File: src/include/ecp_pkg.sv
// constants shared by the capability parser design files
package ecp_pkg;
	// register byte offsets on the APB bus
	localparam logic [7:0] REG_CTRL   = 8'h00;
	localparam logic [7:0] REG_STATUS = 8'h04;
	localparam logic [7:0] REG_ADDR   = 8'h08;
	localparam logic [7:0] REG_DATA   = 8'h0C;
	localparam logic [7:0] REG_VDB    = 8'h10;
	// control and status bit positions
	localparam int CTRL_START   = 0;
	localparam int CTRL_DDCEN   = 1;
	localparam int ST_BUSY      = 0;
	localparam int ST_PASS      = 1;
	localparam int ST_ERRBASE   = 2;
	localparam int ST_ERREXT    = 3;
	localparam int ST_ERROLDEXT = 4;
	localparam int ST_ERRNOVDB  = 5;
	localparam int ST_ERRLEN    = 6;
	localparam int ST_ERRID     = 7;
	// capability structure byte offsets and values
	localparam logic [7:0] OFF_BASE_VER  = 8'h12;
	localparam logic [7:0] OFF_BASE_REV  = 8'h13;
	localparam logic [7:0] OFF_EXT_COUNT = 8'h7E;
	localparam logic [7:0] OFF_EXT_TAG   = 8'h80;
	localparam logic [7:0] OFF_EXT_REV   = 8'h81;
	localparam logic [7:0] OFF_EXT_DOFF  = 8'h82;
	localparam logic [8:0] OFF_EXT_BLKS  = 9'h084;
	localparam logic [7:0] BASE_VER      = 8'h01;
	localparam logic [7:0] BASE_REV      = 8'h03;
	localparam logic [7:0] EXT_TAG       = 8'h02;
	localparam logic [7:0] EXT_REV       = 8'h03;
	localparam logic [2:0] VDB_TAG       = 3'h3;
	localparam logic [4:0] VDB_LEN_MIN   = 5'h05;
	localparam logic [4:0] VDB_LEN_MAX   = 5'h1F;
	localparam logic [7:0] DDC_IDLE_BYTE = 8'hFF;
	localparam int         MEM_DEPTH     = 256;
	localparam int         SCAN_LIMIT    = 600;
endpackage

File: src/design/ecp_byte_mem.sv
// capability byte store: one write port, two registered read ports
`timescale 1ns/1ps
`default_nettype none
module ecp_byte_mem #(
	parameter int DEPTH = 256,
	parameter int AW    = 8
) (
	input  wire logic          clk,
	input  wire logic          wrEn,
	input  wire logic [AW-1:0] wrAddr,
	input  wire logic [7:0]    wrData,
	input  wire logic [AW-1:0] rdAddrA,
	output logic      [7:0]    rdDataA,
	input  wire logic [AW-1:0] rdAddrB,
	output logic      [7:0]    rdDataB
);
	logic [7:0] mem [DEPTH];

	// contents are not reset: software loads the structure after power-up
	always_ff @(posedge clk) begin
		if (wrEn) begin
			mem[wrAddr] <= wrData;
		end
	end

	always_ff @(posedge clk) begin
		rdDataA <= mem[rdAddrA];
		rdDataB <= mem[rdAddrB];
	end
endmodule
`default_nettype wire

File: src/design/ecp_capability_store.sv
// sink capability store with channel read port and structure checker
// Functional notes
// RULE1 - sink holds a capability structure readable over the data channel
// RULE2 - source reads base block and first extension to learn features
// RULE3 - source may read further extension blocks too
// RULE4 - source keeps link clock within sink maximum and clock field
// RULE5 - first 128 bytes form a version 1.3 base block
// RULE6 - first extension is consumer extension version 3
// RULE7 - no consumer extension of version 1 or 2 anywhere; the checker tests only the first extension's revision
// RULE8 - first extension holds vendor block with 24-bit registration id
// RULE9 - vendor block carries 2-byte physical address right after the id
// RULE10 - vendor block length lies between 5 and 31
// RULE11 - length covers every extension field the sink supports
// RULE12 - source parser accepts a vendor block of any length
// RULE13 - source should use length to find present extension fields
// RULE14 - source ignores non-zero reserved fields
// RULE15 - source treats fields past the length as zero
// RULE16 - vendor block byte 0 holds tag code 3 and length
// RULE17 - source may send basic audio; other conversion is its duty
// RULE18 - tag in bits 7 to 5, length in bits 4 to 0
`timescale 1ns/1ps
`default_nettype none
module ecp_capability_store
	import ecp_pkg::*;
#(
	parameter logic [23:0] VENDOR_ID = 24'h5A_A5_C3 // arbitrary value
) (
	input  wire logic        mclk,
	input  wire logic        rstn,
	input  wire logic        psel,
	input  wire logic        penable,
	input  wire logic        pwrite,
	input  wire logic [7:0]  paddr,
	input  wire logic [31:0] pwdata,
	output logic      [31:0] prdata,
	output logic             pready,
	output logic             pslverr,
	input  wire logic [7:0]  ddcAddr,
	output logic      [7:0]  ddcData
);
	typedef enum {S_IDLE, S_VER, S_REV, S_EXTN, S_ETAG, S_EREV, S_DOFF,
		S_HDR, S_ID0, S_ID1, S_ID2, S_PA0, S_PA1} ecp_state_t;

	logic       rstSync1_q, rstSyncN_q;
	logic       ddcEn_q, busy_q, phase_q;
	logic [7:0] errs_q, addr_q, dOff_q, vdbBase_q;
	logic [8:0] ptr_q, hdrAddr_q;
	logic [4:0] vdbLen_q;
	logic [15:0] physAddr_q;
	ecp_state_t state_q;
	logic [7:0] chkAddr, memB, memA;
	logic       apbAcc, apbWr, mapped, startReq, dataWr;

	always_ff @(posedge mclk or negedge rstn) begin
		if (!rstn) begin
			rstSync1_q <= 1'b0;
			rstSyncN_q <= 1'b0;
		end else begin
			rstSync1_q <= 1'b1;
			rstSyncN_q <= rstSync1_q;
		end
	end

	assign apbAcc   = psel & penable;
	assign apbWr    = apbAcc & pwrite;
	assign mapped   = (paddr == REG_CTRL) || (paddr == REG_STATUS) ||
		(paddr == REG_ADDR) || (paddr == REG_DATA) || (paddr == REG_VDB);
	assign pready   = apbAcc;
	assign pslverr  = apbAcc & ~mapped;
	assign startReq = apbWr & (paddr == REG_CTRL) & pwdata[CTRL_START] &
		~busy_q;
	assign dataWr   = apbWr & (paddr == REG_DATA);

	always_comb begin
		prdata = 32'h0000_0000;
		case (paddr)
			REG_CTRL:   prdata[CTRL_DDCEN] = ddcEn_q;
			REG_STATUS: prdata = {24'h00_0000, errs_q[7:2], 1'b0, busy_q} |
				{30'h0000_0000, ~busy_q & (errs_q[7:2] == 6'h00) &
				errs_q[ST_PASS], 1'b0};
			REG_ADDR:   prdata[7:0] = addr_q;
			REG_DATA:   prdata[7:0] = memB;
			REG_VDB:    prdata = {physAddr_q, 3'h0, vdbLen_q, vdbBase_q};
			default:    prdata = 32'h0000_0000;
		endcase
	end

	always_ff @(posedge mclk or negedge rstSyncN_q) begin
		if (!rstSyncN_q) begin
			ddcEn_q <= 1'b0;
		end else if (apbWr && paddr == REG_CTRL) begin
			ddcEn_q <= pwdata[CTRL_DDCEN];
		end
	end

	// byte pointer auto-increments so the structure loads as a stream
	always_ff @(posedge mclk or negedge rstSyncN_q) begin
		if (!rstSyncN_q) begin
			addr_q <= 8'h00;
		end else if (apbWr && paddr == REG_ADDR) begin
			addr_q <= pwdata[7:0];
		end else if (dataWr) begin
			addr_q <= addr_q + 8'h01;
		end
	end

	// checker owns read port B while busy; data readback returns the checker's byte then
	always_comb begin
		chkAddr = addr_q;
		case (state_q)
			S_VER:   chkAddr = OFF_BASE_VER;
			S_REV:   chkAddr = OFF_BASE_REV;
			S_EXTN:  chkAddr = OFF_EXT_COUNT;
			S_ETAG:  chkAddr = OFF_EXT_TAG;
			S_EREV:  chkAddr = OFF_EXT_REV;
			S_DOFF:  chkAddr = OFF_EXT_DOFF;
			S_IDLE:  chkAddr = addr_q;
			default: chkAddr = ptr_q[7:0];
		endcase
	end

	ecp_byte_mem #(.DEPTH(MEM_DEPTH), .AW(8)) u_mem (
		.clk     (mclk),
		.wrEn    (dataWr),
		.wrAddr  (addr_q),
		.wrData  (pwdata[7:0]),
		.rdAddrA (ddcAddr),
		.rdDataA (memA),
		.rdAddrB (chkAddr),
		.rdDataB (memB)
	);

	// channel reads answer a fixed idle byte until software enables them
	always_ff @(posedge mclk or negedge rstSyncN_q) begin
		if (!rstSyncN_q) begin
			ddcData <= DDC_IDLE_BYTE;
		end else begin
			ddcData <= ddcEn_q ? memA : DDC_IDLE_BYTE; // RULE1
		end
	end

	// each scan state takes two cycles: present address, then judge the byte
	always_ff @(posedge mclk or negedge rstSyncN_q) begin
		if (!rstSyncN_q) begin
			state_q    <= S_IDLE;
			phase_q    <= 1'b0;
			busy_q     <= 1'b0;
			errs_q     <= 8'h00;
			ptr_q      <= 9'h000;
			hdrAddr_q  <= 9'h000;
			dOff_q     <= 8'h00;
			vdbBase_q  <= 8'h00;
			vdbLen_q   <= 5'h00;
			physAddr_q <= 16'h0000;
		end else if (state_q == S_IDLE) begin
			if (startReq) begin
				state_q <= S_VER;
				busy_q  <= 1'b1;
				phase_q <= 1'b0;
				errs_q  <= 8'h00;
			end
		end else if (!phase_q) begin
			phase_q <= 1'b1;
		end else begin
			phase_q <= 1'b0;
			case (state_q)
				S_VER: begin
					errs_q[ST_ERRBASE] <= (memB != BASE_VER); // RULE5
					state_q <= S_REV;
				end
				S_REV: begin
					if (memB != BASE_REV) begin
						errs_q[ST_ERRBASE] <= 1'b1; // RULE5
					end
					state_q <= S_EXTN;
				end
				S_EXTN: begin
					if (memB == 8'h00) begin
						errs_q[ST_ERREXT] <= 1'b1; // RULE6
						state_q <= S_IDLE;
						busy_q  <= 1'b0;
					end else begin
						state_q <= S_ETAG;
					end
				end
				S_ETAG: begin
					errs_q[ST_ERREXT] <= (memB != EXT_TAG); // RULE6
					state_q <= S_EREV;
				end
				S_EREV: begin
					if (memB == 8'h01 || memB == 8'h02) begin
						errs_q[ST_ERROLDEXT] <= 1'b1; // RULE7
					end
					if (memB != EXT_REV) begin
						errs_q[ST_ERREXT] <= 1'b1; // RULE6
					end
					state_q <= S_DOFF;
				end
				S_DOFF: begin
					dOff_q  <= memB;
					ptr_q   <= OFF_EXT_BLKS;
					state_q <= S_HDR;
				end
				S_HDR: begin
					hdrAddr_q <= ptr_q;
					if (ptr_q >= {1'b0, dOff_q}) begin
						errs_q[ST_ERRNOVDB] <= 1'b1; // RULE8
						state_q <= S_IDLE;
						busy_q  <= 1'b0;
					end else if (memB[7:5] == VDB_TAG && memB[4:0] >= 5'h03) begin
						vdbLen_q <= memB[4:0]; // RULE16 RULE18
						ptr_q    <= ptr_q + 9'h001;
						state_q  <= S_ID0;
					end else begin
						ptr_q <= ptr_q + {4'h0, memB[4:0]} + 9'h001; // RULE18
					end
				end
				S_ID0, S_ID1, S_ID2: begin
					// id stored least significant byte first
					if (memB != VENDOR_ID[8*(state_q-S_ID0) +: 8]) begin
						ptr_q   <= hdrAddr_q + {4'h0, vdbLen_q} + 9'h001;
						state_q <= S_HDR;
					end else begin
						ptr_q   <= ptr_q + 9'h001;
						state_q <= ecp_state_t'(state_q + 1); // RULE8
					end
				end
				S_PA0: begin
					vdbBase_q        <= hdrAddr_q[7:0];
					physAddr_q[15:8] <= memB; // RULE9
					ptr_q            <= ptr_q + 9'h001;
					state_q          <= S_PA1;
				end
				S_PA1: begin
					physAddr_q[7:0] <= memB; // RULE9
					errs_q[ST_ERRLEN] <= (vdbLen_q < VDB_LEN_MIN) ||
						(vdbLen_q > VDB_LEN_MAX); // RULE10 RULE11
					errs_q[ST_PASS] <= 1'b1;
					state_q <= S_IDLE;
					busy_q  <= 1'b0;
				end
				default: begin
					state_q <= S_IDLE;
					busy_q  <= 1'b0;
				end
			endcase
		end
	end
endmodule
`default_nettype wire

File: config.mk
export PLATFORM = sky130hd
export DESIGN_NAME = ecp_capability_store
export DESIGN_NICKNAME = d
export VERILOG_FILES = /design/src/include/ecp_pkg.sv /design/src/design/ecp_byte_mem.sv /design/src/design/ecp_capability_store.sv
export SDC_FILE = /design/constraint.sdc
export NUM_CORES = 2
export LEC_CHECK = 0
export ABC_CLOCK_PERIOD_IN_PS = 6300
export BUFFER_PORTS_ARGS = -buffer_cell sky130_fd_sc_hd__buf_2
export CORE_MARGIN = 2
export CORE_UTILIZATION = 46
export DETAILED_ROUTE_END_ITERATION = 7
export SETUP_SLACK_MARGIN = 0.15
export SYNTH_ARGS = -nofsm -noshare
export SYNTH_HDL_FRONTEND = slang
export SYNTH_HIERARCHICAL = 1
export SYNTH_SLANG_ARGS = --single-unit
File: constraint.sdc
create_clock -name mclk -period 6.3 [get_ports mclk]
set_input_delay 0.315 -clock mclk [delete_from_list [all_inputs] [get_ports mclk]]
set_output_delay 0.315 -clock mclk [all_outputs]
set_load 0.02 [all_outputs]
==> impl_metrics.env <==
export IMPL_drive_above_1_share=0.316
export IMPL_wirelength_mm=330
export IMPL_pin_count=95
export IMPL_port_buffers=67
export IMPL_clockBufferDepth=3
export IMPL_post_cts_buffers=0
export IMPL_grt_pass1_wl_mm=463
export IMPL_numCtsBuffers=228
export IMPL_die_area_um2=229000
export IMPL_via_per_inst=6.87
export IMPL_drt_initial_drc_count=8381
export IMPL_cp_start_kind="flop"
export IMPL_cp_required_ps=7000
export IMPL_min_period_ps=5920
export IMPL_power_mw=51.4
export IMPL_clkSlewWorstSetupHoldPaths_ps=60
export IMPL_antenna_found_initial=12
export IMPL_wire_per_inst_um=36.9
export IMPL_die_y_um=479
export IMPL_gp_congestion=0.941
export IMPL_synth_distinct_cells=91
export IMPL_core_rowCount=174
export IMPL_syn_area_per_cell_um2=18.7
export IMPL_synth_seq_cells=2178
export IMPL_hold_path_class="in2reg"
export IMPL_path_buf_inv=2
export IMPL_hpwl_mm=216
export IMPL_dr_wl_met3_mm=31.8
export IMPL_crit_top_cell="mux4_2"
export IMPL_area_growth_pct=11.0
export IMPL_highest_layer="met5"
export IMPL_syn_area_um2=104000
export IMPL_rsz0062_at_grt="false"
export IMPL_finalSetupViolations=0
export IMPL_timing_final_crit_share=0.940
export IMPL_slew_viol_final=0
export IMPL_crit_path_end_kind="flop"
export IMPL_final_setup_tns_ps=0
export IMPL_slowest_stage="o21ai_0"
export IMPL_clock_latency_ps=880
export IMPL_fmax_ghz=0.169
export IMPL_hold_viol=0
export IMPL_hold_buffers=9
export IMPL_drc=0
export IMPL_clock_sinks=2178
export IMPL_max_vdd_ir_drop_v=0.000379
export IMPL_worstMarginPinSlew_ps=1320
export IMPL_cp_arrival_ps=6620
export IMPL_chipWidth_um=479
export IMPL_nets=5812
export IMPL_slew_headroom=0.114
export IMPL_dr_pass1_iters=6
export IMPL_power_density_nw_per_um2=446
export IMPL_coreArea_um2=224000
export IMPL_nFillCells=18000
export IMPL_wl_met1_mm=130
export IMPL_synth_cells=5564
export IMPL_track_usage=0.286
export IMPL_wl_met2_mm=154
export IMPL_skew_ps=36.6
export IMPL_crit_path_cell_trace="inv_1 > ha_1 > nor3b_1 > nand4_1 > nor2_1 > a22oi_1 > o21ai_4 > buf_4 > mux4_2 > mux4_2 > o21ai_0 > a32o_1 > a221oi_2"
export IMPL_crit_type="reg2reg"
export IMPL_grt_pass1_vias=59900
export IMPL_max_cap_violations=0
export IMPL_via_count=61400
export IMPL_seq_area_frac_synth=0.623
export IMPL_async_flop_share=0.0523
export IMPL_ys_warnings_count=6
export IMPL_cts_htree_levels=4
export IMPL_start_util=0.462
export IMPL_synth_edf_count=2048
export IMPL_grt_overflow_total=0
export IMPL_antenna_left=0
export IMPL_outcome="finished clean"
export IMPL_crit_family="compound AO/OA/AOI/OAI gates"
export IMPL_cts_tree="yes"
export IMPL_ys_flop_type="edfxtp_1"
export IMPL_clockRootBuffer="clkbuf_16"
export IMPL_p_leak_nw=36.8
export IMPL_max_stage_delay_ps=800
export IMPL_path_max_fanout=28
export IMPL_post_cts_resize_count=0
export IMPL_grt_max_degree=218
-- cells by family after synthesis --
logic type,Yosys count,synth area share
DFF,2178,0.623
muxes,1378,0.261
and+or+nand+nor,872,0.0404
AOI/OAI and AO/OA,628,0.0433
buffers and inverters,467,0.0281
adders and majority gates,26,0.00328
xor gates and xnor gates,13,0.00110
other,2,0.0000724
-- synthesized netlist by cell type, types with 29 or more instances --
| library cell | count | area share |
|---|---|---|
| buf_4 | 45 | 0.0033 |
| nor2b_1 | 32 | 0.0019 |
| mux2i_1 | 248 | 0.024 |
| and2_1 | 64 | 0.0039 |
| nor2_1 | 333 | 0.012 |
| edfxtp_1 | 2048 | 0.59 |
| nand2_1 | 169 | 0.0061 |
| a21oi_1 | 110 | 0.0053 |
| nand3_1 | 78 | 0.0038 |
| buf_6 | 45 | 0.0049 |
| buf_2 | 109 | 0.0053 |
| a22oi_1 | 70 | 0.0051 |
| o21ai_0 | 76 | 0.0037 |
| nand4_1 | 29 | 0.0017 |
| a211oi_1 | 31 | 0.0022 |
| mux2_2 | 78 | 0.0085 |
| a221oi_1 | 37 | 0.0031 |
| dfrtp_1 | 106 | 0.026 |
| buf_1 | 29 | 0.0010 |
| clkbuf_1 | 164 | 0.0059 |
| o22ai_1 | 57 | 0.0034 |
| o221ai_1 | 67 | 0.0057 |
| nor3_1 | 39 | 0.0019 |
| mux4_2 | 1051 | 0.23 |
| buf_8 | 35 | 0.0051 |
-- cell usage in the layout (no fill, tap or decap), drive strengths merged, types with 20 or more instances in the layout --
cell | Yosys | layout
a22oi | 70 | 70
a21oi | 110 | 110
mux4 | 1051 | 1051
nor2 | 335 | 335
nand2 | 169 | 169
nand4 | 29 | 29
clkinv | 4 | 107
ha | 24 | 24
o221ai | 69 | 69
nor2b | 32 | 32
nand2b | 27 | 27
o22ai | 58 | 58
mux2i | 248 | 248
buf | 271 | 355
o21ai | 83 | 83
nor4 | 20 | 20
and2 | 65 | 65
a211oi | 31 | 31
clkbuf | 164 | 298
nor3 | 41 | 41
edfxtp | 2048 | 2048
inv | 28 | 37
dfrtp | 106 | 106
mux2 | 79 | 79
nand3 | 79 | 79
a22o | 23 | 23
a221oi | 42 | 42
-- metrics by stage --
step | util | cells | hold WS [ps] | worst slack, ps | instance area (µm²)
after floorplan | - | 5566 | 19.4 | 2290 | 104000
after global placement | 0.481 | 8486 | 102 | 670 | 108000
after detailed placement | 0.481 | 8486 | 105 | 567 | 108000
after CTS | 0.513 | 8916 | 2.02 | 566 | 115000
after global routing | 0.513 | 8918 | 37.4 | 179 | 115000
final | 0.513 | 8931 | 23.6 | 380 | 115000
-- registers in the layout, summed over array words and instances (netlist names) --
signal	count
u_mem/mem	2048
state_q	32
physAddr_q	16
hdrAddr_q	9
ptr_q	9
addr_q	8
dOff_q	8
ddcData	8
u_mem/rdDataA	8
u_mem/rdDataB	8
vdbBase_q	8
errs_q	6
vdbLen_q	5
busy_q	1
ddcEn_q	1
phase_q	1
rstSync1_q	1
rstSyncN_q	1
-- worst paths after layout --
kind / slack (ps) / start / to / depth (start not counted)
setup / recovery: 380 / state_q[0] / u_mem/rdDataB[2] / 13
hold / removal: 20 / pwdata[4] / u_mem/mem[204][4] / 1
min in group asynchronous: 310 / rstSyncN_q / dOff_q[4] / 0
setup reg to reg: 380 / state_q[0] / u_mem/rdDataB[2] / 13
hold reg to reg: 310 / rstSyncN_q / dOff_q[4] / 0
max in group asynchronous: 4630 / rstSyncN_q / physAddr_q[13] / 1
-- power breakdown --
| part | switching, mW | internal (mW) |
|---|---|---|
| clock | 5.78 | 7.32 |
| combinational | 12.6 | 9.48 |
| sequential | 0.241 | 15.9 |
| total | 18.6 | 32.7 |
-- final cells by class --
class / count / area, µm² / area share
sequential: 2178 / 64700 / 0.562
timing repair buffer: 372 / 3130 / 0.0271
clock buffer: 290 / 6060 / 0.0526
tap: 2992 / 3740 / 0.0325
multi-input combinational: 2921 / 36300 / 0.315
inverter: 32 / 124 / 0.00108
antenna: 15 / 37.5 / 0.000326
clock inverter: 131 / 1130 / 0.00980
-- per-layer routing --
layer / vias up / GRT usage
li1: 24000 / -
met1: 33200 / 0.404
met2: 3515 / 0.442
met3: 615 / 0.0566
met4: 6 / 0.108
met5: - / 0
No activity file was read; power rests on OpenSTA's default activity.
